`src/hw/eca_pkg.sv`:
```
// eca_pkg: register offsets, field positions, reset values and timing counts
// for the per-channel auxiliary detector block; assumes a 20 MHz ref_clk
package eca_pkg;
  localparam int CLK_HZ = 20000000;
  localparam int FRAME_NS = 125000;
  localparam int FRAME_CYC = FRAME_NS / 50;
  localparam int TONE_PLAIN_MS = 400;
  localparam int TONE_PHASE_MS = 1000;
  localparam int RELEASE_MS = 400;
  localparam int MS_CYC = CLK_HZ / 1000;
  // register offsets (word index on the plain port)
  localparam logic [3:0] OFS_CTRL1 = 4'h0;
  localparam logic [3:0] OFS_CTRL2 = 4'h1;
  localparam logic [3:0] OFS_CTRL3 = 4'h2;
  localparam logic [3:0] OFS_THRESH = 4'h3;
  localparam logic [3:0] OFS_NOISECTL = 4'h4;
  localparam logic [3:0] OFS_NOISESCL = 4'h5;
  localparam logic [3:0] OFS_STATUS = 4'h6;
  // control register 1 fields
  localparam int C1_NOISE_INJECTION_DISABLE = 0;
  localparam int C1_BYPASS = 1;
  localparam int C1_ADAPTDIS = 2;
  // control register 2 fields
  localparam int C2_SUPDIS = 0;
  localparam int C2_PHASE_DETECTION_DISABLE = 1;
  localparam int C2_AUTOTONE = 2;
  localparam int C2_NARROW_BAND_DETECTOR_DISABLE = 3;
  localparam int C2_OFSDIS = 4;
  // control register 3 fields
  localparam int C3_PATHEN = 0;
  localparam int C3_PATH_CHANGE_CLEAR_ENABLE = 1;
  localparam int C3_TYPESEL = 2;
  localparam int C3_ECHOREJ = 3;
  localparam int C3_DTREJ = 4;
  localparam int C3_RAMPSEL = 5;
  localparam int C3_RINGEN = 6;
  // reset values and the noise defaults of each suppressor type
  localparam logic [7:0] CTRL3_RST = 8'h3d;
  localparam logic [15:0] THRESH_RST = 16'h0000;
  localparam logic [3:0] RAMP_ADV = 4'h5;
  localparam logic [3:0] RAMP_ORIG = 4'hc;
  localparam logic [7:0] SCALE_ADV = 8'h16;
  localparam logic [7:0] SCALE_ORIG = 8'h74;
  typedef enum logic [1:0] {
    TD_IDLE = 2'b00,
    TD_QUAL = 2'b01,
    TD_HELD = 2'b10,
    TD_REL = 2'b11
  } eca_tone_e;
endpackage : eca_pkg

```
`src/hw/eca_aux_detectors.sv`:
```
// eca_aux_detectors: control bits, tone detector status and gating for one
// echo canceller channel; the signal processing sits outside and feeds level flags
//
// Design decisions made here: the register offsets and the plain strobed port.
module eca_aux_detectors #(
  // cycles per millisecond for tone timing; a bench may shrink it to reach tones quickly
  parameter int MS_CYC = eca_pkg::MS_CYC
) (
  // clock and reset
  input wire logic refClk,
  input wire logic rst_n,
  // register port
  input wire logic [3:0] regAddr,
  input wire logic [15:0] regWdata,
  input wire logic regWr,
  input wire logic regRd,
  output logic [15:0] regRdata,
  // signal path level flags from the datapath, one cycle pulses or levels
  input wire logic pathChangeSeen,
  input wire logic residualBelowLevel,
  input wire logic rxTone2100,
  input wire logic txTone2100,
  input wire logic rxPhaseRev,
  input wire logic txPhaseRev,
  input wire logic rxQuiet,
  input wire logic txQuiet,
  input wire logic ringingSeen,
  input wire logic narrowBandSeen,
  // controls to the datapath
  output logic fastReconverge,
  output logic clearCoeffs,
  output logic suppressOn,
  output logic noiseInjectOn,
  output logic [15:0] suppressionThreshold,
  output logic advancedSuppressor,
  output logic echoRejectOn,
  output logic doubletalkRejectOn,
  output logic rampSchemeSel,
  output logic [3:0] noiseRampRate,
  output logic [7:0] noiseScaling,
  output logic ringSuppressOn,
  output logic adaptHalt,
  output logic bypassActive,
  output logic offsetFilterOn,
  output logic [1:0] toneStatus,
  output logic irq_n
);
  localparam int PLAIN_CYC = eca_pkg::TONE_PLAIN_MS * MS_CYC;
  localparam int PHASE_CYC = eca_pkg::TONE_PHASE_MS * MS_CYC;
  localparam int REL_CYC = eca_pkg::RELEASE_MS * MS_CYC;

  logic [2:0] ctrl1_r, ctrl1_nxt;
  logic [4:0] ctrl2_r, ctrl2_nxt;
  logic [6:0] ctrl3_r, ctrl3_nxt;
  logic [15:0] thresh_r, thresh_nxt;
  logic [3:0] ramp_r, ramp_nxt;
  logic [7:0] scale_r, scale_nxt;
  logic [15:0] rdata_r, rdata_nxt;
  logic irqFlag_r, irqFlag_nxt;
  logic [11:0] byCnt_r, byCnt_nxt;
  logic autoBypass_r, autoBypass_nxt;
  logic [13:0] outs_r, outs_nxt;

  eca_pkg::eca_tone_e tdState_r [2];
  eca_pkg::eca_tone_e tdState_nxt [2];
  logic [24:0] tdCnt_r [2];
  logic [24:0] tdCnt_nxt [2];
  logic tdRev_r [2];
  logic tdRev_nxt [2];
  logic [1:0] tdSet, tdRel;

  function automatic logic hit(input logic [3:0] a, input logic [3:0] ofs);
    hit = (a == ofs);
  endfunction : hit

  wire logic [1:0] toneIn = {txTone2100, rxTone2100};
  wire logic [1:0] revIn = {txPhaseRev, rxPhaseRev};
  wire logic bothQuiet = rxQuiet & txQuiet;
  wire logic plainMode = ctrl2_r[eca_pkg::C2_PHASE_DETECTION_DISABLE];

  // tone detectors, one per input; release needs both inputs quiet
  genvar g;
  generate
    for (g = 0; g < 2; g++) begin : gTone
      always_comb begin
        tdState_nxt[g] = tdState_r[g];
        tdCnt_nxt[g] = tdCnt_r[g];
        tdRev_nxt[g] = tdRev_r[g];
        tdSet[g] = 1'b0;
        tdRel[g] = 1'b0;
        unique case (tdState_r[g])
          eca_pkg::TD_IDLE: begin
            tdCnt_nxt[g] = '0;
            tdRev_nxt[g] = 1'b0;
            if (toneIn[g]) tdState_nxt[g] = eca_pkg::TD_QUAL;
          end
          eca_pkg::TD_QUAL: begin
            tdCnt_nxt[g] = tdCnt_r[g] + 25'd1;
            if (revIn[g]) tdRev_nxt[g] = 1'b1;
            if (!toneIn[g]) begin
              tdState_nxt[g] = eca_pkg::TD_IDLE;
            end else if (plainMode && tdCnt_r[g] >= 25'(PLAIN_CYC - 1)) begin
              tdState_nxt[g] = eca_pkg::TD_HELD;
              tdSet[g] = 1'b1;
            end else if (!plainMode && (tdRev_r[g] | revIn[g])
                         && tdCnt_r[g] >= 25'(PHASE_CYC - 1)) begin
              tdState_nxt[g] = eca_pkg::TD_HELD;
              tdSet[g] = 1'b1;
            end
          end
          eca_pkg::TD_HELD: begin
            tdCnt_nxt[g] = '0;
            if (bothQuiet) tdState_nxt[g] = eca_pkg::TD_REL;
          end
          eca_pkg::TD_REL: begin
            tdCnt_nxt[g] = tdCnt_r[g] + 25'd1;
            if (!bothQuiet) begin
              tdState_nxt[g] = eca_pkg::TD_HELD;
            end else if (tdCnt_r[g] >= 25'(REL_CYC - 1)) begin
              tdState_nxt[g] = eca_pkg::TD_IDLE;
              tdRel[g] = 1'b1;
            end
          end
        endcase
      end
      always_ff @(posedge refClk) begin
        if (!rst_n) begin
          tdState_r[g] <= eca_pkg::TD_IDLE;
          tdCnt_r[g] <= '0;
          tdRev_r[g] <= 1'b0;
        end else begin
          tdState_r[g] <= tdState_nxt[g];
          tdCnt_r[g] <= tdCnt_nxt[g];
          tdRev_r[g] <= tdRev_nxt[g];
        end
      end
    end
  endgenerate

  wire logic [1:0] tdHigh = {tdState_r[1][1], tdState_r[0][1]};

  // registers, interrupt flag, automatic bypass and frame hold
  always_comb begin
    ctrl1_nxt = ctrl1_r;
    ctrl2_nxt = ctrl2_r;
    ctrl3_nxt = ctrl3_r;
    thresh_nxt = thresh_r;
    ramp_nxt = ramp_r;
    scale_nxt = scale_r;
    rdata_nxt = '0;
    irqFlag_nxt = irqFlag_r;
    autoBypass_nxt = autoBypass_r;
    if (regWr) begin
      if (hit(regAddr, eca_pkg::OFS_CTRL1)) ctrl1_nxt = regWdata[2:0];
      if (hit(regAddr, eca_pkg::OFS_CTRL2)) ctrl2_nxt = regWdata[4:0];
      if (hit(regAddr, eca_pkg::OFS_THRESH)) thresh_nxt = regWdata;
      if (hit(regAddr, eca_pkg::OFS_NOISECTL)) ramp_nxt = regWdata[3:0];
      if (hit(regAddr, eca_pkg::OFS_NOISESCL)) scale_nxt = regWdata[7:0];
      if (hit(regAddr, eca_pkg::OFS_CTRL3)) begin
        ctrl3_nxt = regWdata[6:0];
        // original suppressor lacks the advanced features
        if (!regWdata[eca_pkg::C3_TYPESEL]) begin
          ctrl3_nxt[eca_pkg::C3_ECHOREJ] = 1'b0;
          ctrl3_nxt[eca_pkg::C3_DTREJ] = 1'b0;
          ctrl3_nxt[eca_pkg::C3_RAMPSEL] = 1'b0;
        end
        // switching type loads that type's noise defaults
        if (regWdata[eca_pkg::C3_TYPESEL] != ctrl3_r[eca_pkg::C3_TYPESEL]) begin
          ramp_nxt = regWdata[eca_pkg::C3_TYPESEL] ? eca_pkg::RAMP_ADV : eca_pkg::RAMP_ORIG;
          scale_nxt = regWdata[eca_pkg::C3_TYPESEL] ? eca_pkg::SCALE_ADV
                                                    : eca_pkg::SCALE_ORIG;
        end
      end
    end
    if (regRd) begin
      unique case (regAddr)
        eca_pkg::OFS_CTRL1: rdata_nxt = {13'h0000, ctrl1_r};
        eca_pkg::OFS_CTRL2: rdata_nxt = {11'h000, ctrl2_r};
        eca_pkg::OFS_CTRL3: rdata_nxt = {9'h000, ctrl3_r};
        eca_pkg::OFS_THRESH: rdata_nxt = thresh_r;
        eca_pkg::OFS_NOISECTL: rdata_nxt = {12'h000, ramp_r};
        eca_pkg::OFS_NOISESCL: rdata_nxt = {8'h00, scale_r};
        eca_pkg::OFS_STATUS: rdata_nxt = {13'h0000, irqFlag_r, tdHigh};
        default: rdata_nxt = '0;
      endcase
    end
    // status read acknowledges; a new event in the same cycle wins
    if (regRd && hit(regAddr, eca_pkg::OFS_STATUS)) irqFlag_nxt = 1'b0;
    if (|tdSet || |tdRel) irqFlag_nxt = 1'b1;
    if (ctrl2_r[eca_pkg::C2_AUTOTONE]) begin
      if (|tdSet) autoBypass_nxt = 1'b1;
      else if (tdHigh == 2'b00) autoBypass_nxt = 1'b0;
    end else begin
      autoBypass_nxt = 1'b0;
    end
  end

  wire logic bypassReq = ctrl1_r[eca_pkg::C1_BYPASS] | autoBypass_r;

  // bypass stays at least one frame so coefficient clearing completes
  always_comb begin
    byCnt_nxt = byCnt_r;
    if (bypassReq && byCnt_r == '0) byCnt_nxt = 12'(eca_pkg::FRAME_CYC - 1);
    else if (byCnt_r != '0) byCnt_nxt = byCnt_r - 12'd1;
  end

  wire logic bypassNow = bypassReq | (byCnt_r != '0);
  wire logic supOn = ~ctrl2_r[eca_pkg::C2_SUPDIS];

  always_comb begin
    outs_nxt[0] = ctrl3_r[eca_pkg::C3_PATHEN] & pathChangeSeen;
    outs_nxt[1] = (ctrl3_r[eca_pkg::C3_PATHEN] & ctrl3_r[eca_pkg::C3_PATH_CHANGE_CLEAR_ENABLE]
                   & pathChangeSeen) | bypassNow;
    outs_nxt[2] = supOn & residualBelowLevel & ~bypassNow;
    outs_nxt[3] = supOn & ~ctrl1_r[eca_pkg::C1_NOISE_INJECTION_DISABLE] & residualBelowLevel;
    outs_nxt[4] = ctrl3_r[eca_pkg::C3_TYPESEL];
    outs_nxt[5] = ctrl3_r[eca_pkg::C3_ECHOREJ];
    outs_nxt[6] = ctrl3_r[eca_pkg::C3_DTREJ];
    outs_nxt[7] = ctrl3_r[eca_pkg::C3_RAMPSEL];
    outs_nxt[8] = ctrl3_r[eca_pkg::C3_RINGEN] & ringingSeen;
    outs_nxt[9] = ctrl1_r[eca_pkg::C1_ADAPTDIS]
                  | (~ctrl2_r[eca_pkg::C2_NARROW_BAND_DETECTOR_DISABLE] & narrowBandSeen);
    outs_nxt[10] = bypassNow;
    outs_nxt[11] = ~ctrl2_r[eca_pkg::C2_OFSDIS];
    outs_nxt[12] = ~irqFlag_nxt;
    outs_nxt[13] = 1'b0;
  end

  always_ff @(posedge refClk) begin
    if (!rst_n) begin
      ctrl1_r <= '0;
      ctrl2_r <= '0;
      ctrl3_r <= eca_pkg::CTRL3_RST[6:0];
      thresh_r <= eca_pkg::THRESH_RST;
      ramp_r <= eca_pkg::RAMP_ADV;
      scale_r <= eca_pkg::SCALE_ADV;
      rdata_r <= '0;
      irqFlag_r <= 1'b0;
      autoBypass_r <= 1'b0;
      byCnt_r <= '0;
      outs_r <= 14'h1800;
    end else begin
      ctrl1_r <= ctrl1_nxt;
      ctrl2_r <= ctrl2_nxt;
      ctrl3_r <= ctrl3_nxt;
      thresh_r <= thresh_nxt;
      ramp_r <= ramp_nxt;
      scale_r <= scale_nxt;
      rdata_r <= rdata_nxt;
      irqFlag_r <= irqFlag_nxt;
      autoBypass_r <= autoBypass_nxt;
      byCnt_r <= byCnt_nxt;
      outs_r <= outs_nxt;
    end
  end

  // threshold only matters while the suppressor runs; datapath gates it by suppressOn
  assign regRdata = rdata_r;
  assign fastReconverge = outs_r[0];
  assign clearCoeffs = outs_r[1];
  assign suppressOn = outs_r[2];
  assign noiseInjectOn = outs_r[3];
  assign suppressionThreshold = thresh_r;
  assign advancedSuppressor = outs_r[4];
  assign echoRejectOn = outs_r[5];
  assign doubletalkRejectOn = outs_r[6];
  assign rampSchemeSel = outs_r[7];
  assign noiseRampRate = ramp_r;
  assign noiseScaling = scale_r;
  assign ringSuppressOn = outs_r[8];
  assign adaptHalt = outs_r[9];
  assign bypassActive = outs_r[10];
  assign offsetFilterOn = outs_r[11];
  assign toneStatus = tdHigh;
  assign irq_n = outs_r[12];

  // assertions
  rd_timing_a: assert property (@(posedge refClk) disable iff (!rst_n)
    regRd && regAddr == eca_pkg::OFS_THRESH |=> regRdata == $past(thresh_r))
    else $error("threshold read data wrong");
  path_gate_a: assert property (@(posedge refClk) disable iff (!rst_n)
    fastReconverge |-> $past(ctrl3_r[eca_pkg::C3_PATHEN]))
    else $error("reconvergence without enable");
  clear_path_a: assert property (@(posedge refClk) disable iff (!rst_n)
    pathChangeSeen && ctrl3_r[0] && ctrl3_r[1] |=> clearCoeffs)
    else $error("path clear missed");
  sup_off_a: assert property (@(posedge refClk) disable iff (!rst_n)
    ctrl2_r[eca_pkg::C2_SUPDIS] |=> !suppressOn && !noiseInjectOn)
    else $error("suppressor active while disabled");
  inj_off_a: assert property (@(posedge refClk) disable iff (!rst_n)
    ctrl1_r[eca_pkg::C1_NOISE_INJECTION_DISABLE] |=> !noiseInjectOn)
    else $error("noise injected while disabled");
  orig_feat_a: assert property (@(posedge refClk) disable iff (!rst_n)
    !ctrl3_r[eca_pkg::C3_TYPESEL] |-> ctrl3_r[5:3] == 3'b000)
    else $error("advanced feature set in original mode");
  tone_irq_a: assert property (@(posedge refClk) disable iff (!rst_n)
    |tdSet |=> !irq_n ##1 toneStatus != 2'b00)
    else $error("tone detection not signalled");
  nb_halt_a: assert property (@(posedge refClk) disable iff (!rst_n)
    narrowBandSeen && !ctrl2_r[eca_pkg::C2_NARROW_BAND_DETECTOR_DISABLE] |=> adaptHalt)
    else $error("narrow band did not halt adaptation");
  ofs_filt_a: assert property (@(posedge refClk) disable iff (!rst_n)
    ctrl2_r[eca_pkg::C2_OFSDIS] |=> !offsetFilterOn)
    else $error("offset filter not bypassed");
  bypass_hold_a: assert property (@(posedge refClk) disable iff (!rst_n)
    $rose(bypassActive) |-> bypassActive[*8])
    else $error("bypass dropped early");
  auto_byp_a: assert property (@(posedge refClk) disable iff (!rst_n)
    |tdSet && ctrl2_r[eca_pkg::C2_AUTOTONE] |=> ##1 bypassActive)
    else $error("automatic bypass missed");
  rel_irq_a: assert property (@(posedge refClk) disable iff (!rst_n)
    |tdRel |=> !irq_n)
    else $error("tone release not signalled");
  stat_clear_a: assert property (@(posedge refClk) disable iff (!rst_n)
    regRd && regAddr == eca_pkg::OFS_STATUS && tdSet == 2'b00 && tdRel == 2'b00 |=> irq_n)
    else $error("status read left interrupt pending");
  qual_drop_a: assert property (@(posedge refClk) disable iff (!rst_n)
    tdState_r[0] == eca_pkg::TD_QUAL && !rxTone2100 |=> tdState_r[0] == eca_pkg::TD_IDLE)
    else $error("tone qualification not restarted");
endmodule : eca_aux_detectors

```
`config.mk`:
```
export PLATFORM = sky130hd
export DESIGN_NAME = eca_aux_detectors
export DESIGN_NICKNAME = d
export VERILOG_FILES = /design/src/hw/eca_pkg.sv /design/src/hw/eca_aux_detectors.sv
export SDC_FILE = /design/constraint.sdc
export NUM_CORES = 1
export LEC_CHECK = 0
export BUFFER_PORTS_ARGS = -buffer_cell sky130_fd_sc_hd__buf_2
export CAP_MARGIN = 20
export CORE_ASPECT_RATIO = 0.6
export CORE_UTILIZATION = 61
export CTS_CLUSTER_DIAMETER = 50
export DETAILED_ROUTE_END_ITERATION = 16
export MAX_ROUTING_LAYER = met4
export PLACE_DENSITY = 0.82
export SLEW_MARGIN = 20
export SYNTH_ARGS = -nofsm -noshare
export SYNTH_HDL_FRONTEND = slang
export SYNTH_SLANG_ARGS = --single-unit
export TNS_END_PERCENT = 30
```
`constraint.sdc`:
```
create_clock -name refClk -period 4.3 [get_ports refClk]
set_clock_uncertainty 0.05 [all_clocks]
set_input_delay 0.86 -clock refClk [delete_from_list [all_inputs] [get_ports refClk]]
set_output_delay 0.86 -clock refClk [all_outputs]
set_load 0.01 [all_outputs]
```
==> impl_metrics.env <==
export IMPL_status="complete, no violations"
export IMPL_wl_per_cell_um=17.01
export IMPL_dieHeight_um=80.75
export IMPL_drc=0
export IMPL_ys_ff_latch=142
export IMPL_ys_types=76
export IMPL_drive_gt1_frac=0.1800
export IMPL_grtUsageTotal=0.3215
export IMPL_synth_main_ff_cell="dfxtp_1"
export IMPL_cellLeakagePower_nw=2.940
export IMPL_drt_wl_total_um=16390
export IMPL_syn_to_final_growth_pct=18.02
export IMPL_fmax_ghz=0.3803
export IMPL_path_delay_family="simple AND/OR/NAND/NOR gates"
export IMPL_power_density_nw_per_um2=467.9
export IMPL_timing_final_hold_violations=0
export IMPL_finalCritPeriodShare=0.6115
export IMPL_max_vdd_ir_drop_uv=372.1
export IMPL_start_util=0.6337
export IMPL_ios=93
export IMPL_finalMaxSlewViolations=0
export IMPL_antenna_found_initial=0
export IMPL_worst_pin_slew_ns=1.016
export IMPL_diodes=0
export IMPL_grt_max_degree=35
export IMPL_synth_nets=776
export IMPL_async_flop_share=0
export IMPL_arrival_ns=2.87
export IMPL_rsz0062_at_grt="no"
export IMPL_yosysSeqAreaShare=0.4525
export IMPL_ctsResizeCount=0
export IMPL_synth_avg_cell_area_um2=8.578
export IMPL_min_period_ns=2.630
export IMPL_yosys_warnings=0
export IMPL_cts_hold_buf=0
export IMPL_min_delay_path_class="reg -> reg"
export IMPL_fin_setup_tns_ns=0
export IMPL_netlist_instances=735
export IMPL_rows=28
export IMPL_crit_fanout=17
export IMPL_grt_overflow=0
export IMPL_die_width_um=133.3
export IMPL_cts_buffers=17
export IMPL_clock_sink_count=142
export IMPL_vias_per_cell=6.018
export IMPL_die_area_um2=10760
export IMPL_slowest_stage="o21ai_0"
export IMPL_post_cts_buffers=0
export IMPL_clk_path_buf_depth=2
export IMPL_setup_viol=0
export IMPL_final_common_cell="dfxtp_1"
export IMPL_slew_headroom=0.3203
export IMPL_worstPathCellList="buf_2 > nor2b_1 > and2_1 > nand2_1 > o21ai_0 > a21oi_1"
export IMPL_crit_type="in -> reg"
export IMPL_syn_area_um2=6305
export IMPL_io_buffer_count=92
export IMPL_drtPass1Iterations=6
export IMPL_core_area_um2=9950
export IMPL_cap_viol_max_count=0
export IMPL_clkTransAtPathRegs_ns=0.07
export IMPL_dp_hpwl_um=10970
export IMPL_grt_pass1_vias=5189
export IMPL_end_kind="flip-flop"
export IMPL_route_antenna_remaining_nets=0
export IMPL_final_nets=856
export IMPL_drt_iter0_drc=763
export IMPL_synth_edff_count=1
export IMPL_grt_pass1_wl_um=26210
export IMPL_cp_buffers_inverters=1
export IMPL_htree_num_levels=4
export IMPL_whs_ns=0.3977
export IMPL_max_stage_delay_ns=0.48
export IMPL_required_ns=4.54
export IMPL_clock_root_buffer="clkbuf_16"
export IMPL_mostFrequentLayoutCells="dfxtp_1 (141), nor2_1 (92), buf_2 (92)"
export IMPL_start_kind="input port"
export IMPL_cts_tree="built"
export IMPL_gp_congestion=0.8927
export IMPL_clkLatencyLatePin_ns=0.42
export IMPL_vias=5795
==> metrics by stage <==
stage          setup WS, ns  instances  total power, mW    util  area (um^2)
6_report              1.670        963            3.482  0.7479         7441
5_1_grt               1.489        963            3.607  0.7479         7441
4_1_cts               1.762        963            3.485  0.7479         7441
3_5_place_dp          1.324        931            1.932  0.6854         6819
3_3_place_gp          1.549        931            1.903  0.6854         6819
2_1_floorplan         1.980        735            1.803       -         6305
==> cell usage after synthesis, types with 3 or more instances <==
cell type,instances,area share
nor3b_1,4,0.0048
o211ai_1,3,0.0036
nand2_1,87,0.052
nand2b_1,8,0.0079
xnor2_1,20,0.028
nand4_1,14,0.014
o211a_1,3,0.0048
o31ai_1,3,0.0036
mux2i_1,15,0.024
inv_1,14,0.0083
a222oi_1,3,0.0048
o21ai_0,22,0.017
xor2_1,24,0.033
or3_1,9,0.0089
nor4_2,3,0.0060
nor2_1,92,0.055
nand4b_1,3,0.0042
nor3_1,14,0.011
and3_1,13,0.013
nor2b_1,5,0.0050
nand3_1,44,0.035
dfxtp_1,141,0.45
clkbuf_1,29,0.017
nor4_1,7,0.0069
ha_1,7,0.014
a211oi_1,8,0.0095
a31oi_1,3,0.0030
and4_1,3,0.0042
a21oi_1,55,0.044
and2_1,17,0.017
a311oi_1,4,0.0056
==> per-layer routing <==
| layer | GRT usage | wire (um) | part of all wire |
|---|---|---|---|
| met2 | 0.4750 | 7326 | 0.45 |
| met1 | 0.4347 | 7398 | 0.45 |
| met4 | 0.1409 | 350 | 0.021 |
| met5 | - | 0 | 0 |
| met3 | 0.05618 | 1309 | 0.080 |
==> worst reg2reg max path: stages (launching register included) <==
cell,delay [ns]
dfxtp_1,0.35
inv_1,0.07
ha_1,0.23
or4b_4,0.52
nor3_4,0.21
nand4_1,0.31
a21boi_1,0.23
nand2b_1,0.15
a21oi_1,0.15
==> state kept, by name, summed over array words and instances, names as in the netlist, 5 cells and up <==
signal and count:
regRdata 16, ctrl3_r 7, suppressionThreshold 16, tdCnt_r 50, byCnt_r 12, noiseScaling 8, outs_r 13, ctrl2_r 5
==> report_power, final <==
group	leakage, nW	internal [mW]	switching (mW)	total, mW
sequential	1.16	1.39	0.0713	1.46
clock	0.303	0.934	0.621	1.55
combinational	1.48	0.190	0.278	0.468
==> final cells by class <==
type                       count  area (um^2)
clock buffer                  17        425.4
clock inverter                15        196.4
fill                         724         2509
inverter                      15        56.30
multi-input combinational    544         3258
sequential                   142         2853
tap                          135        168.9
timing repair buffer          95        483.0
==> kinds of logic (layout without fill, tap and decap cells) <==
family                     Yosys count  count (layout)  share of synthesized area
and+or+nand+nor                    348             348                     0.2838
DFF                                142             142                     0.4525
AOI/OAI and AO/OA                  128             128                     0.1288
buffers and inverters               49             142                    0.03076
xor gates and xnor gates            44              44                    0.06112
muxes                               17              17                    0.02917
adders and majority gates            7               7                    0.01389
==> final timing paths <==
check / startpoint / endpoint / slack [ns] / depth (start not counted)
worst max-delay path: regAddr[1] / noiseScaling[0]$_SDFFE_PN0P_ / 1.67 / 6
worst min-delay path: ctrl2_r[4]$_SDFFE_PN0P_ / outs_r[11]$_SDFF_PN1_ / 0.40 / 1
worst max register to register: byCnt_r[0]$_SDFFE_PN0P_ / byCnt_r[5]$_SDFFE_PP0N_ / 1.96 / 8
worst min register to register: ctrl2_r[4]$_SDFFE_PN0P_ / outs_r[11]$_SDFF_PN1_ / 0.40 / 1
Power figures use the tool's default switching activity.
